==> src/tca_defs.svh <==
// register offsets, field positions and reset values of the capture array
`ifndef TCA_DEFS_SVH
`define TCA_DEFS_SVH
`define TCA_ADDR_INDEX 8'hd1
`define TCA_ADDR_HIGH 8'hd2
`define TCA_ADDR_LOW 8'hd3
`define TCA_ADDR_CTRL 8'hd4
`define TCA_ADDR_FLAGS 8'hd5
`define TCA_CTRL_IEN 7
`define TCA_CTRL_DIR 6
`define TCA_CTRL_CTC 4
`define TCA_CTRL_CCM 3
`define TCA_CTRL_SEL_HI 2
`define TCA_CTRL_SEL_LO 0
`define TCA_CTRL_RESET 8'h00
`define TCA_DATA_RESET 16'h0000
`define TCA_FLAGS_RESET 4'h0
`define TCA_TIMER_CLEAR 16'h0000
`define TCA_RDATA_RESET 8'h00
`endif

==> src/tca_pkg.sv <==
// types shared by the capture array files
package tca_pkg;
  typedef enum logic [2:0] {
    TCA_EV_OFF = 3'h0,
    TCA_EV_FALL = 3'h1,
    TCA_EV_RISE = 3'h2,
    TCA_EV_BOTH = 3'h3,
    TCA_EV_T0 = 3'h4,
    TCA_EV_T1 = 3'h5,
    TCA_EV_CMPA = 3'h6,
    TCA_EV_CMPB = 3'h7
  } tca_event_t;
  typedef struct packed {
    logic channelIrqEnable;
    logic capturedDirection;
    logic unused;
    logic clearTimerOnEvent;
    logic compareModeBit;
    tca_event_t eventSelect;
  } tca_ctrl_t;
  typedef struct packed {
    logic timer0Overflow;
    logic timer1Overflow;
    logic comparatorA;
    logic comparatorB;
  } tca_internal_t;
endpackage

==> src/tca_capture_array.sv <==
// four-channel capture array behind the special function register ports
`include "tca_defs.svh"
module tca_capture_array (
  input wire logic mclk,
  input wire logic rst,
  input wire logic [7:0] sfrAddr,
  input wire logic [7:0] sfrWdata,
  input wire logic sfrWrite,
  input wire logic sfrRead,
  output logic [7:0] sfrRdata,
  input wire logic [3:0] channelCapturePin,
  input wire tca_pkg::tca_internal_t internalEvents,
  input wire logic [15:0] timerCount,
  input wire logic timerRunBit,
  input wire logic timerDualSlope,
  input wire logic timerCountDown,
  input wire logic timerOverflowFlag,
  input wire logic converterOnPins,
  input wire logic externalMemoryPort,
  input wire logic arrayIrqEnable,
  output logic timerClear,
  output logic irqRequest,
  output logic [3:0] captureStrobe,
  output logic [3:0] overflowBeforeCapture
);
  localparam int CHANNELS = 4;

  logic [1:0] channelIndex;
  logic [7:0] dataHighShadow;
  logic [15:0] channelDataWord [CHANNELS];
  tca_pkg::tca_ctrl_t channelCtrl [CHANNELS];
  logic [3:0] channelFlagRegister;
  logic [3:0] pinEvent;
  logic [3:0] internalEvent;
  logic [3:0] pinAllowed;
  logic [3:0] capture;
  logic [3:0] flagSet;
  logic [3:0] clearHit;
  logic [3:0] irqTerms;
  logic wrIndex;
  logic wrHigh;
  logic wrLow;
  logic wrCtrl;
  logic wrFlags;
  tca_pkg::tca_ctrl_t selCtrl;
  logic [15:0] selData;
  logic [3:0] chanSel;
  logic [3:0] dataWriteOk;
  logic [3:0] ctrlWriteOk;
  logic [3:0] dirTake;
  logic [3:0] clearTerms;
  logic [3:0] next_channelFlagRegister;
  logic next_irqRequest;
  logic next_timerClear;
  logic [7:0] next_sfrRdata;
  tca_pkg::tca_event_t wrEvent;

  // the two-bit index and the four-bit ports serve exactly four channels
  if (CHANNELS != 4) begin : gen_bad_channels
    $error("capture array built for four channels only");
  end

  assign wrIndex = sfrWrite && sfrAddr == `TCA_ADDR_INDEX;
  assign wrHigh = sfrWrite && sfrAddr == `TCA_ADDR_HIGH;
  assign wrLow = sfrWrite && sfrAddr == `TCA_ADDR_LOW;
  assign wrCtrl = sfrWrite && sfrAddr == `TCA_ADDR_CTRL;
  assign wrFlags = sfrWrite && sfrAddr == `TCA_ADDR_FLAGS;
  assign selCtrl = channelCtrl[channelIndex];
  assign selData = channelDataWord[channelIndex];
  assign pinAllowed = externalMemoryPort ? 4'h0 : (converterOnPins ? 4'h3 : 4'hf);

  genvar g;
  generate
    for (g = 0; g < CHANNELS; g++) begin : gen_ch
      tca_channel u_ch (
        .mclk(mclk),
        .rst(rst),
        .capturePin(channelCapturePin[g]),
        .pinAllowed(pinAllowed[g]),
        .ctrl(channelCtrl[g]),
        .internalEvents(internalEvents),
        .pinEvent(pinEvent[g]),
        .internalEvent(internalEvent[g])
      );
    end
  endgenerate

  // captures need a running timer; pin events flag even when stopped
  assign capture = (pinEvent | internalEvent) & {CHANNELS{timerRunBit}};
  assign flagSet = capture | pinEvent;
  assign clearHit = wrFlags ? ~sfrWdata[3:0] : 4'h0;

  // one-hot decode of the channel index used by the control and data low writes
  always_comb begin
    for (int i = 0; i < CHANNELS; i++) begin
      chanSel[i] = channelIndex == 2'(i);
    end
  end

  // only the indexed channel hears a control port write
  always_comb begin
    for (int i = 0; i < CHANNELS; i++) begin
      ctrlWriteOk[i] = wrCtrl & chanSel[i];
    end
  end

  // capture-mode channels refuse software data writes
  always_comb begin
    for (int i = 0; i < CHANNELS; i++) begin
      dataWriteOk[i] = wrLow & chanSel[i] & channelCtrl[i].compareModeBit;
    end
  end

  assign wrEvent = tca_pkg::tca_event_t'(sfrWdata[`TCA_CTRL_SEL_HI:`TCA_CTRL_SEL_LO]);

  // direction is only recorded while the timer counts both ways
  assign dirTake = capture & {CHANNELS{timerDualSlope}};

  always_comb begin
    for (int i = 0; i < CHANNELS; i++) begin
      clearTerms[i] = capture[i] & channelCtrl[i].clearTimerOnEvent;
    end
  end

  // any channel may ask for the clear; the timer sees one pulse
  assign next_timerClear = |clearTerms;

  // a flag raised in the cycle of a software clear stays set
  assign next_channelFlagRegister = (channelFlagRegister & ~clearHit) | flagSet;

  always_ff @(posedge mclk) begin
    if (rst) begin
      channelIndex <= 2'h0;
    end else if (wrIndex) begin
      channelIndex <= sfrWdata[1:0];
    end
  end

  always_ff @(posedge mclk) begin
    if (rst) begin
      dataHighShadow <= 8'h00;
    end else if (wrHigh) begin
      dataHighShadow <= sfrWdata;
    end
  end

  always_ff @(posedge mclk) begin
    if (rst) begin
      for (int i = 0; i < CHANNELS; i++) begin
        channelDataWord[i] <= `TCA_DATA_RESET;
      end
    end else begin
      for (int i = 0; i < CHANNELS; i++) begin
        // a capture beats a software write landing in the same cycle
        if (capture[i]) begin
          channelDataWord[i] <= timerCount;
        end else if (dataWriteOk[i]) begin
          channelDataWord[i] <= {dataHighShadow, sfrWdata};
        end
      end
    end
  end

  always_ff @(posedge mclk) begin
    if (rst) begin
      for (int i = 0; i < CHANNELS; i++) begin
        channelCtrl[i] <= `TCA_CTRL_RESET;
      end
    end else begin
      for (int i = 0; i < CHANNELS; i++) begin
        if (ctrlWriteOk[i]) begin
          channelCtrl[i].channelIrqEnable <= sfrWdata[`TCA_CTRL_IEN];
          channelCtrl[i].clearTimerOnEvent <= sfrWdata[`TCA_CTRL_CTC];
          channelCtrl[i].compareModeBit <= sfrWdata[`TCA_CTRL_CCM];
          channelCtrl[i].eventSelect <= wrEvent;
        end
        // the spare bit never keeps what software wrote
        channelCtrl[i].unused <= 1'b0;
        // software writes never reach the direction bit
        if (dirTake[i]) begin
          channelCtrl[i].capturedDirection <= timerCountDown;
        end
      end
    end
  end

  always_ff @(posedge mclk) begin
    if (rst) begin
      channelFlagRegister <= `TCA_FLAGS_RESET;
    end else begin
      channelFlagRegister <= next_channelFlagRegister;
    end
  end

  always_comb begin
    for (int i = 0; i < CHANNELS; i++) begin
      irqTerms[i] = channelFlagRegister[i] & channelCtrl[i].channelIrqEnable;
    end
  end

  assign next_irqRequest = arrayIrqEnable & (|irqTerms);

  always_ff @(posedge mclk) begin
    if (rst) begin
      irqRequest <= 1'b0;
    end else begin
      irqRequest <= next_irqRequest;
    end
  end

  always_ff @(posedge mclk) begin
    if (rst) begin
      timerClear <= 1'b0;
    end else begin
      timerClear <= next_timerClear;
    end
  end

  always_ff @(posedge mclk) begin
    if (rst) begin
      captureStrobe <= 4'h0;
    end else begin
      captureStrobe <= capture;
    end
  end

  // keeps the overflow flag as it stood at each channel's last capture
  always_ff @(posedge mclk) begin
    if (rst) begin
      overflowBeforeCapture <= 4'h0;
    end else begin
      for (int i = 0; i < CHANNELS; i++) begin
        if (capture[i]) begin
          overflowBeforeCapture[i] <= timerOverflowFlag;
        end
      end
    end
  end

  // unmapped addresses read as zero; no read strobe keeps the last byte
  always_comb begin
    next_sfrRdata = sfrRdata;
    if (sfrRead) begin
      case (sfrAddr)
        `TCA_ADDR_INDEX: next_sfrRdata = {6'h00, channelIndex};
        `TCA_ADDR_HIGH: next_sfrRdata = selData[15:8];
        `TCA_ADDR_LOW: next_sfrRdata = selData[7:0];
        `TCA_ADDR_CTRL: next_sfrRdata = selCtrl;
        `TCA_ADDR_FLAGS: next_sfrRdata = {4'h0, channelFlagRegister};
        default: next_sfrRdata = 8'h00;
      endcase
    end
  end

  always_ff @(posedge mclk) begin
    if (rst) begin
      sfrRdata <= `TCA_RDATA_RESET;
    end else begin
      sfrRdata <= next_sfrRdata;
    end
  end
endmodule

==> src/tca_channel.sv <==
// one capture channel: trigger decode and event pulse
`include "tca_defs.svh"
module tca_channel (
  input wire logic mclk,
  input wire logic rst,
  input wire logic capturePin,
  input wire logic pinAllowed,
  input wire tca_pkg::tca_ctrl_t ctrl,
  input wire tca_pkg::tca_internal_t internalEvents,
  output logic pinEvent,
  output logic internalEvent
);
  logic pinLast;
  logic rise;
  logic fall;

  always_ff @(posedge mclk) begin
    if (rst) begin
      pinLast <= 1'b0;
    end else begin
      pinLast <= capturePin;
    end
  end

  assign rise = capturePin & ~pinLast;
  assign fall = ~capturePin & pinLast;

  always_comb begin
    pinEvent = 1'b0;
    internalEvent = 1'b0;
    if (!ctrl.compareModeBit) begin
      case (ctrl.eventSelect)
        tca_pkg::TCA_EV_OFF: pinEvent = 1'b0;
        tca_pkg::TCA_EV_FALL: pinEvent = fall & pinAllowed;
        tca_pkg::TCA_EV_RISE: pinEvent = rise & pinAllowed;
        tca_pkg::TCA_EV_BOTH: pinEvent = (rise | fall) & pinAllowed;
        tca_pkg::TCA_EV_T0: internalEvent = internalEvents.timer0Overflow;
        tca_pkg::TCA_EV_T1: internalEvent = internalEvents.timer1Overflow;
        tca_pkg::TCA_EV_CMPA: internalEvent = internalEvents.comparatorA;
        tca_pkg::TCA_EV_CMPB: internalEvent = internalEvents.comparatorB;
        default: pinEvent = 1'b0;
      endcase
    end
  end
endmodule

==> config.mk <==
export PLATFORM = sky130hd
export DESIGN_NAME = tca_capture_array
export DESIGN_NICKNAME = d
export VERILOG_FILES = /design/src/tca_pkg.sv /design/src/tca_capture_array.sv /design/src/tca_channel.sv
export VERILOG_INCLUDE_DIRS = /design/src
export SDC_FILE = /design/constraint.sdc
export NUM_CORES = 1
export LEC_CHECK = 0
export ABC_AREA = 1
export BUFFER_PORTS_ARGS = -buffer_cell sky130_fd_sc_hd__clkbuf_2
export CORE_MARGIN = 2
export CORE_UTILIZATION = 60
export DETAILED_ROUTE_END_ITERATION = 7
export GPL_TIMING_DRIVEN = 0
export PLACE_DENSITY_LB_ADDON = 0.25
export REMOVE_ABC_BUFFERS = 1
export SLEW_MARGIN = 40
export SYNTH_ARGS = -nofsm -noshare
export SYNTH_HDL_FRONTEND = slang
export SYNTH_SLANG_ARGS = --single-unit
==> constraint.sdc <==
create_clock -name mclk -period 2.7 [get_ports mclk]
set_clock_uncertainty 0.05 [all_clocks]
set_input_delay 0.27 -clock mclk [delete_from_list [all_inputs] [get_ports mclk]]
set_output_delay 0.27 -clock mclk [all_outputs]
set_load 0.005 [all_outputs]
==> results.txt <==
The type of the most critical hold path is primary input to flip-flop. Across all layers, the routed design uses 6788 vias. The number of endpoints with negative hold slack in the final report was 0.

The run gives 39 as the cell row count. During placement, the flow inserted port buffers numbering 68. The height of the chip is 112 um, and the transition at the pin with the smallest max-transition slack is 0.882 ns. The critical path goes through nor2_1 > nand2_1 > nand2_1 > o21ai_0 > nand2_1 > nand2_1 > inv_2 > nand2_1 > a21boi_0. The run gives 0 as the number of synthesis warnings. The number of buffer and inverter instances along the worst setup path is 1, and the die outline area is 12600 um2. For this design, the slowest cell found on the critical path is sky130_fd_sc_hd__nand2_1. The tree is rooted in a sky130_fd_sc_hd__clkbuf_16. In the final design database the tool counted 981 nets. The run gives 0 as the number of pins exceeding their max-slew limit in the final report. The total power divided by cell area was 630 nW/um2.

The effective utilization at floorplan is 61.7%, and the area share of xor/xnor cells in the synthesized design is 0%. The run gives 69 as the number of primary I/O pins. The total routing resource utilization after global routing is 34.2%. The combinational family with the most area after synthesis was simple AND/OR/NAND/NOR gates.

The number of register bits inferred by synthesis is 130, and the number of enable-type register cells in the synthesized netlist is 92. In the routed layout, each cell is associated on average with a via count of 6.30. The mean instance size in the synthesized netlist is 8.11 um2.

The simple-gate portion of the synthesized area is 26.8%, and the worst voltage drop across the vdd grid is 0.424 mV. The number of antenna diodes in the final layout is 0. In this run the top signal layer used is met4. The H-tree depth was 4; the total length of routed met3 wires was 2630 um. After detailed routing, the number of remaining DRC violations is 0. The horizontal extent of the die is 112 um. Dividing the final minimum period by the clock period gives 91.6%. The initial antenna violation count was 0.

Once placement finished, the instance area stood at 7460 um2. In this run the worst path has a maximum fanout of 17. After routing the design area is 8160 um2.

Clock-pin slew was measured on the worst setup and hold paths at 0.06 ns. The share of synthesized area spent on multiplexers works out to 0%. Detailed placement ended at an HPWL of 13000 um.

The sequential share of the synthesized area is 50.0%, and the CTS buffer count is 17. For this design the static power due to leakage is 3.63 nW. The run finished with clean final reports.

For this run, the leading register cell type out of synthesis is sky130_fd_sc_hd__edfxtp_1. TritonCTS built the clock tree. The category of cells accounting for the largest share of critical-path delay is simple AND/OR/NAND/NOR gates. The met2 layer wire length in the routed design was 10300 um. The synthesized netlist devotes 1.42% of its cell area to adder and majority cells. The element type at the critical path start was a flip-flop. The standard cell core area is 11400 um2, and the complex-gate fraction of the synthesized area is 13.6%. Yosys mapped the design onto 35 distinct sky130hd cell types.

The most repeated library cell on the critical path is sky130_fd_sc_hd__nand2_1. Prior to clock tree synthesis, the placed netlist has a worst setup slack of -0.262 ns. In the post-route analysis, the smallest setup slack over all paths is 0.226 ns. The shortest clock period the worst path allows after layout came out at 2.47 ns. The element type at the critical path end was a flip-flop. After technology mapping, the gate count stands at 869.

No sink is reached through more buffers than the 2 on the longest clock path. Once layout is complete, the utilization of the core stands at 71.4%. Clock latency on the worst-skew pair: 0.43 ns. The layout overhead on the synthesized area is 15.7%. Setup repair after global routing left no endpoint under its margin.

The total clock sinks is 130, and the post-route antenna net violation count is 0. The critical path is of the flip-flop to flip-flop type. The number of DRC markers after the initial detailed-route iteration was 812; the routability congestion estimate from global placement was 0.927. The largest stage delay on the critical path is 0.62 ns, and the routed length per placed instance is 19.7 um.

The design draws 5.14 mW. For the overall overflow remaining after global route, the log shows 0. Critical path required time: 2.78 ns.

For the via count of the first global-routing pass, the log shows 6609. The pre-antenna-repair detailed-routing pass consisted of 6 iterations. The met1 wire length is 7530 um.

The synthesized area came out at 7050 um2. Max-cap violations in this run came to 0. Derived from the worst setup path, the maximum achievable clock frequency is 0.404 GHz. Routed wire length: 21300 um.

Setup violations remaining at the end of the flow were counted as 0. Entering global routing, the biggest net connects 56 pins. The first global-routing pass estimated 33000 um of wire. The async set-or-reset flop fraction in the synthesized netlist was 0%; the fraction of layout instances using a drive strength above 1 was 14.4%. The tools report the critical path data arrival time as 2.56 ns.

The relative max-transition margin is 41.0%.
-- logic make-up (layout without fill, tap and decap cells) --
kind of cell	after synthesis	count (layout)
AND/OR/NAND/NOR	412	412
flip-flops	130	130
AO/OA/AOI/OAI	176	176
adder cells (fa/ha/maj)	8	8
buffers and inverters	143	209
-- synthesized netlist by cell type, types with 8 or more instances --
cell	count	area share, %
sky130_fd_sc_hd__a21boi_0	8	0.85
sky130_fd_sc_hd__clkbuf_1	26	1.4
sky130_fd_sc_hd__a21boi_1	9	0.96
sky130_fd_sc_hd__nand3_1	49	3.5
sky130_fd_sc_hd__nor2_1	123	6.6
sky130_fd_sc_hd__o22ai_1	14	1.2
sky130_fd_sc_hd__nand2_1	169	9.0
sky130_fd_sc_hd__buf_2	13	0.92
sky130_fd_sc_hd__ha_1	8	1.4
sky130_fd_sc_hd__a21oi_1	46	3.3
sky130_fd_sc_hd__edfxtp_1	92	39
sky130_fd_sc_hd__nand4_1	49	4.3
sky130_fd_sc_hd__inv_1	96	5.1
sky130_fd_sc_hd__dfxtp_1	38	11
sky130_fd_sc_hd__o21ai_0	89	6.3
-- final timing paths --
path                             from                  endpoint  slack (ns)  cells after the start
max                 channelCtrl[2][1]    channelDataWord[2][15]        0.23                      9
max reg2reg         channelCtrl[2][1]    channelDataWord[2][15]        0.23                      9
min reg2reg  overflowBeforeCapture[2]  overflowBeforeCapture[2]        0.44                      2
min                 timerOverflowFlag  overflowBeforeCapture[3]        0.03                      3
-- registers in the layout (all words and copies together), names as in the netlist, 2 cells and up, named ones only --
signal / flops
channelDataWord: 64
overflowBeforeCapture: 4
channelCtrl: 28
dataHighShadow: 8
channelIndex: 2
channelFlagRegister: 4
captureStrobe: 4
gen_ch.u_ch.pinLast: 4
sfrRdata: 8
-- power by group --
group          switching (mW)  leakage, nW  internal, mW  total, mW
Clock                   0.890        0.306          1.66       2.55
Combinational           0.239         2.06         0.107      0.346
Sequential             0.0374         1.27          2.21       2.25
Total                    1.17         3.63          3.97       5.14
-- final cells by class --
class / instances / area [um2]
sequential: 130 / 3530
clock inverter: 14 / 211
multi-input combinational: 596 / 2990
fill: 858 / 3260
tap: 143 / 179
inverter: 100 / 380
timing repair buffer: 77 / 427
clock buffer: 18 / 439
-- through the flow --
stage	hold WS (ns)	TNS, ns	cells
finish	0.0312	0	1078
global route	0.0547	0	1078
CTS	0.0303	0	1075
detailed placement	0.430	-2.42	1042
global placement	0.411	-178.99	1037
floorplan	0.289	-2.76	826
-- worst reg2reg max path, cell delays in order (launching register included) --
cell and delay [ns]:
sky130_fd_sc_hd__edfxtp_1 0.49, sky130_fd_sc_hd__nor2_1 0.12, sky130_fd_sc_hd__nand2_1 0.07, sky130_fd_sc_hd__nand2_1 0.05, sky130_fd_sc_hd__o21ai_0 0.22, sky130_fd_sc_hd__nand2_1 0.11, sky130_fd_sc_hd__nand2_1 0.16, sky130_fd_sc_hd__inv_2 0.08
sky130_fd_sc_hd__nand2_1 0.62, sky130_fd_sc_hd__a21boi_0 0.22
-- cells in the final DEF, fill, tap and decap left out, types with 2 or more instances in the layout --
| master | Yosys | layout |
|---|---|---|
| sky130_fd_sc_hd__dfxtp_1 | 38 | 36 |
| sky130_fd_sc_hd__a21boi_1 | 9 | 9 |
| sky130_fd_sc_hd__nor2_8 | 2 | 2 |
| sky130_fd_sc_hd__clkinv_4 | 0 | 2 |
| sky130_fd_sc_hd__nor2_4 | 3 | 5 |
| sky130_fd_sc_hd__inv_2 | 3 | 4 |
| sky130_fd_sc_hd__clkinvlp_4 | 0 | 4 |
| sky130_fd_sc_hd__buf_4 | 1 | 6 |
| sky130_fd_sc_hd__o21ai_0 | 89 | 89 |
| sky130_fd_sc_hd__bufinv_16 | 0 | 5 |
| sky130_fd_sc_hd__inv_1 | 96 | 94 |
| sky130_fd_sc_hd__o22ai_1 | 14 | 14 |
| sky130_fd_sc_hd__nor3_1 | 4 | 3 |
| sky130_fd_sc_hd__nand3b_1 | 2 | 2 |
| sky130_fd_sc_hd__clkbuf_16 | 0 | 17 |
| sky130_fd_sc_hd__nand3_2 | 0 | 2 |
| sky130_fd_sc_hd__inv_4 | 1 | 2 |
| sky130_fd_sc_hd__nand4_1 | 49 | 49 |
| sky130_fd_sc_hd__edfxtp_1 | 92 | 92 |
| sky130_fd_sc_hd__o211ai_1 | 3 | 3 |
| sky130_fd_sc_hd__clkbuf_2 | 0 | 68 |
| sky130_fd_sc_hd__nand2_1 | 169 | 169 |
| sky130_fd_sc_hd__nor2_1 | 123 | 122 |
| sky130_fd_sc_hd__nor2_2 | 3 | 2 |
| sky130_fd_sc_hd__nand3_4 | 3 | 4 |
| sky130_fd_sc_hd__nand3_1 | 49 | 46 |
| sky130_fd_sc_hd__clkinv_2 | 0 | 2 |
| sky130_fd_sc_hd__nand2_4 | 2 | 2 |
| sky130_fd_sc_hd__a31oi_1 | 4 | 4 |
| sky130_fd_sc_hd__a21boi_0 | 8 | 8 |
| sky130_fd_sc_hd__a21oi_1 | 46 | 46 |
| sky130_fd_sc_hd__ha_1 | 8 | 8 |
-- what timing repair did --
action / 4_1_cts / 5_1_grt
gates resized for setup: 0 / 1
setup endpoints to repair: 0 / 22
hold buffers: 1 / 0
endpoints found under the hold margin: 1 / 0
setup buffers: 0 / 3
-- routing by layer --
layer	up-vias	track usage, %
met3	111	9.61
met1	3102	41.9
li1	3069	-
met5	-	0
met2	506	55.7
met4	0	17.2
No activity file was read; power rests on OpenSTA's default activity.
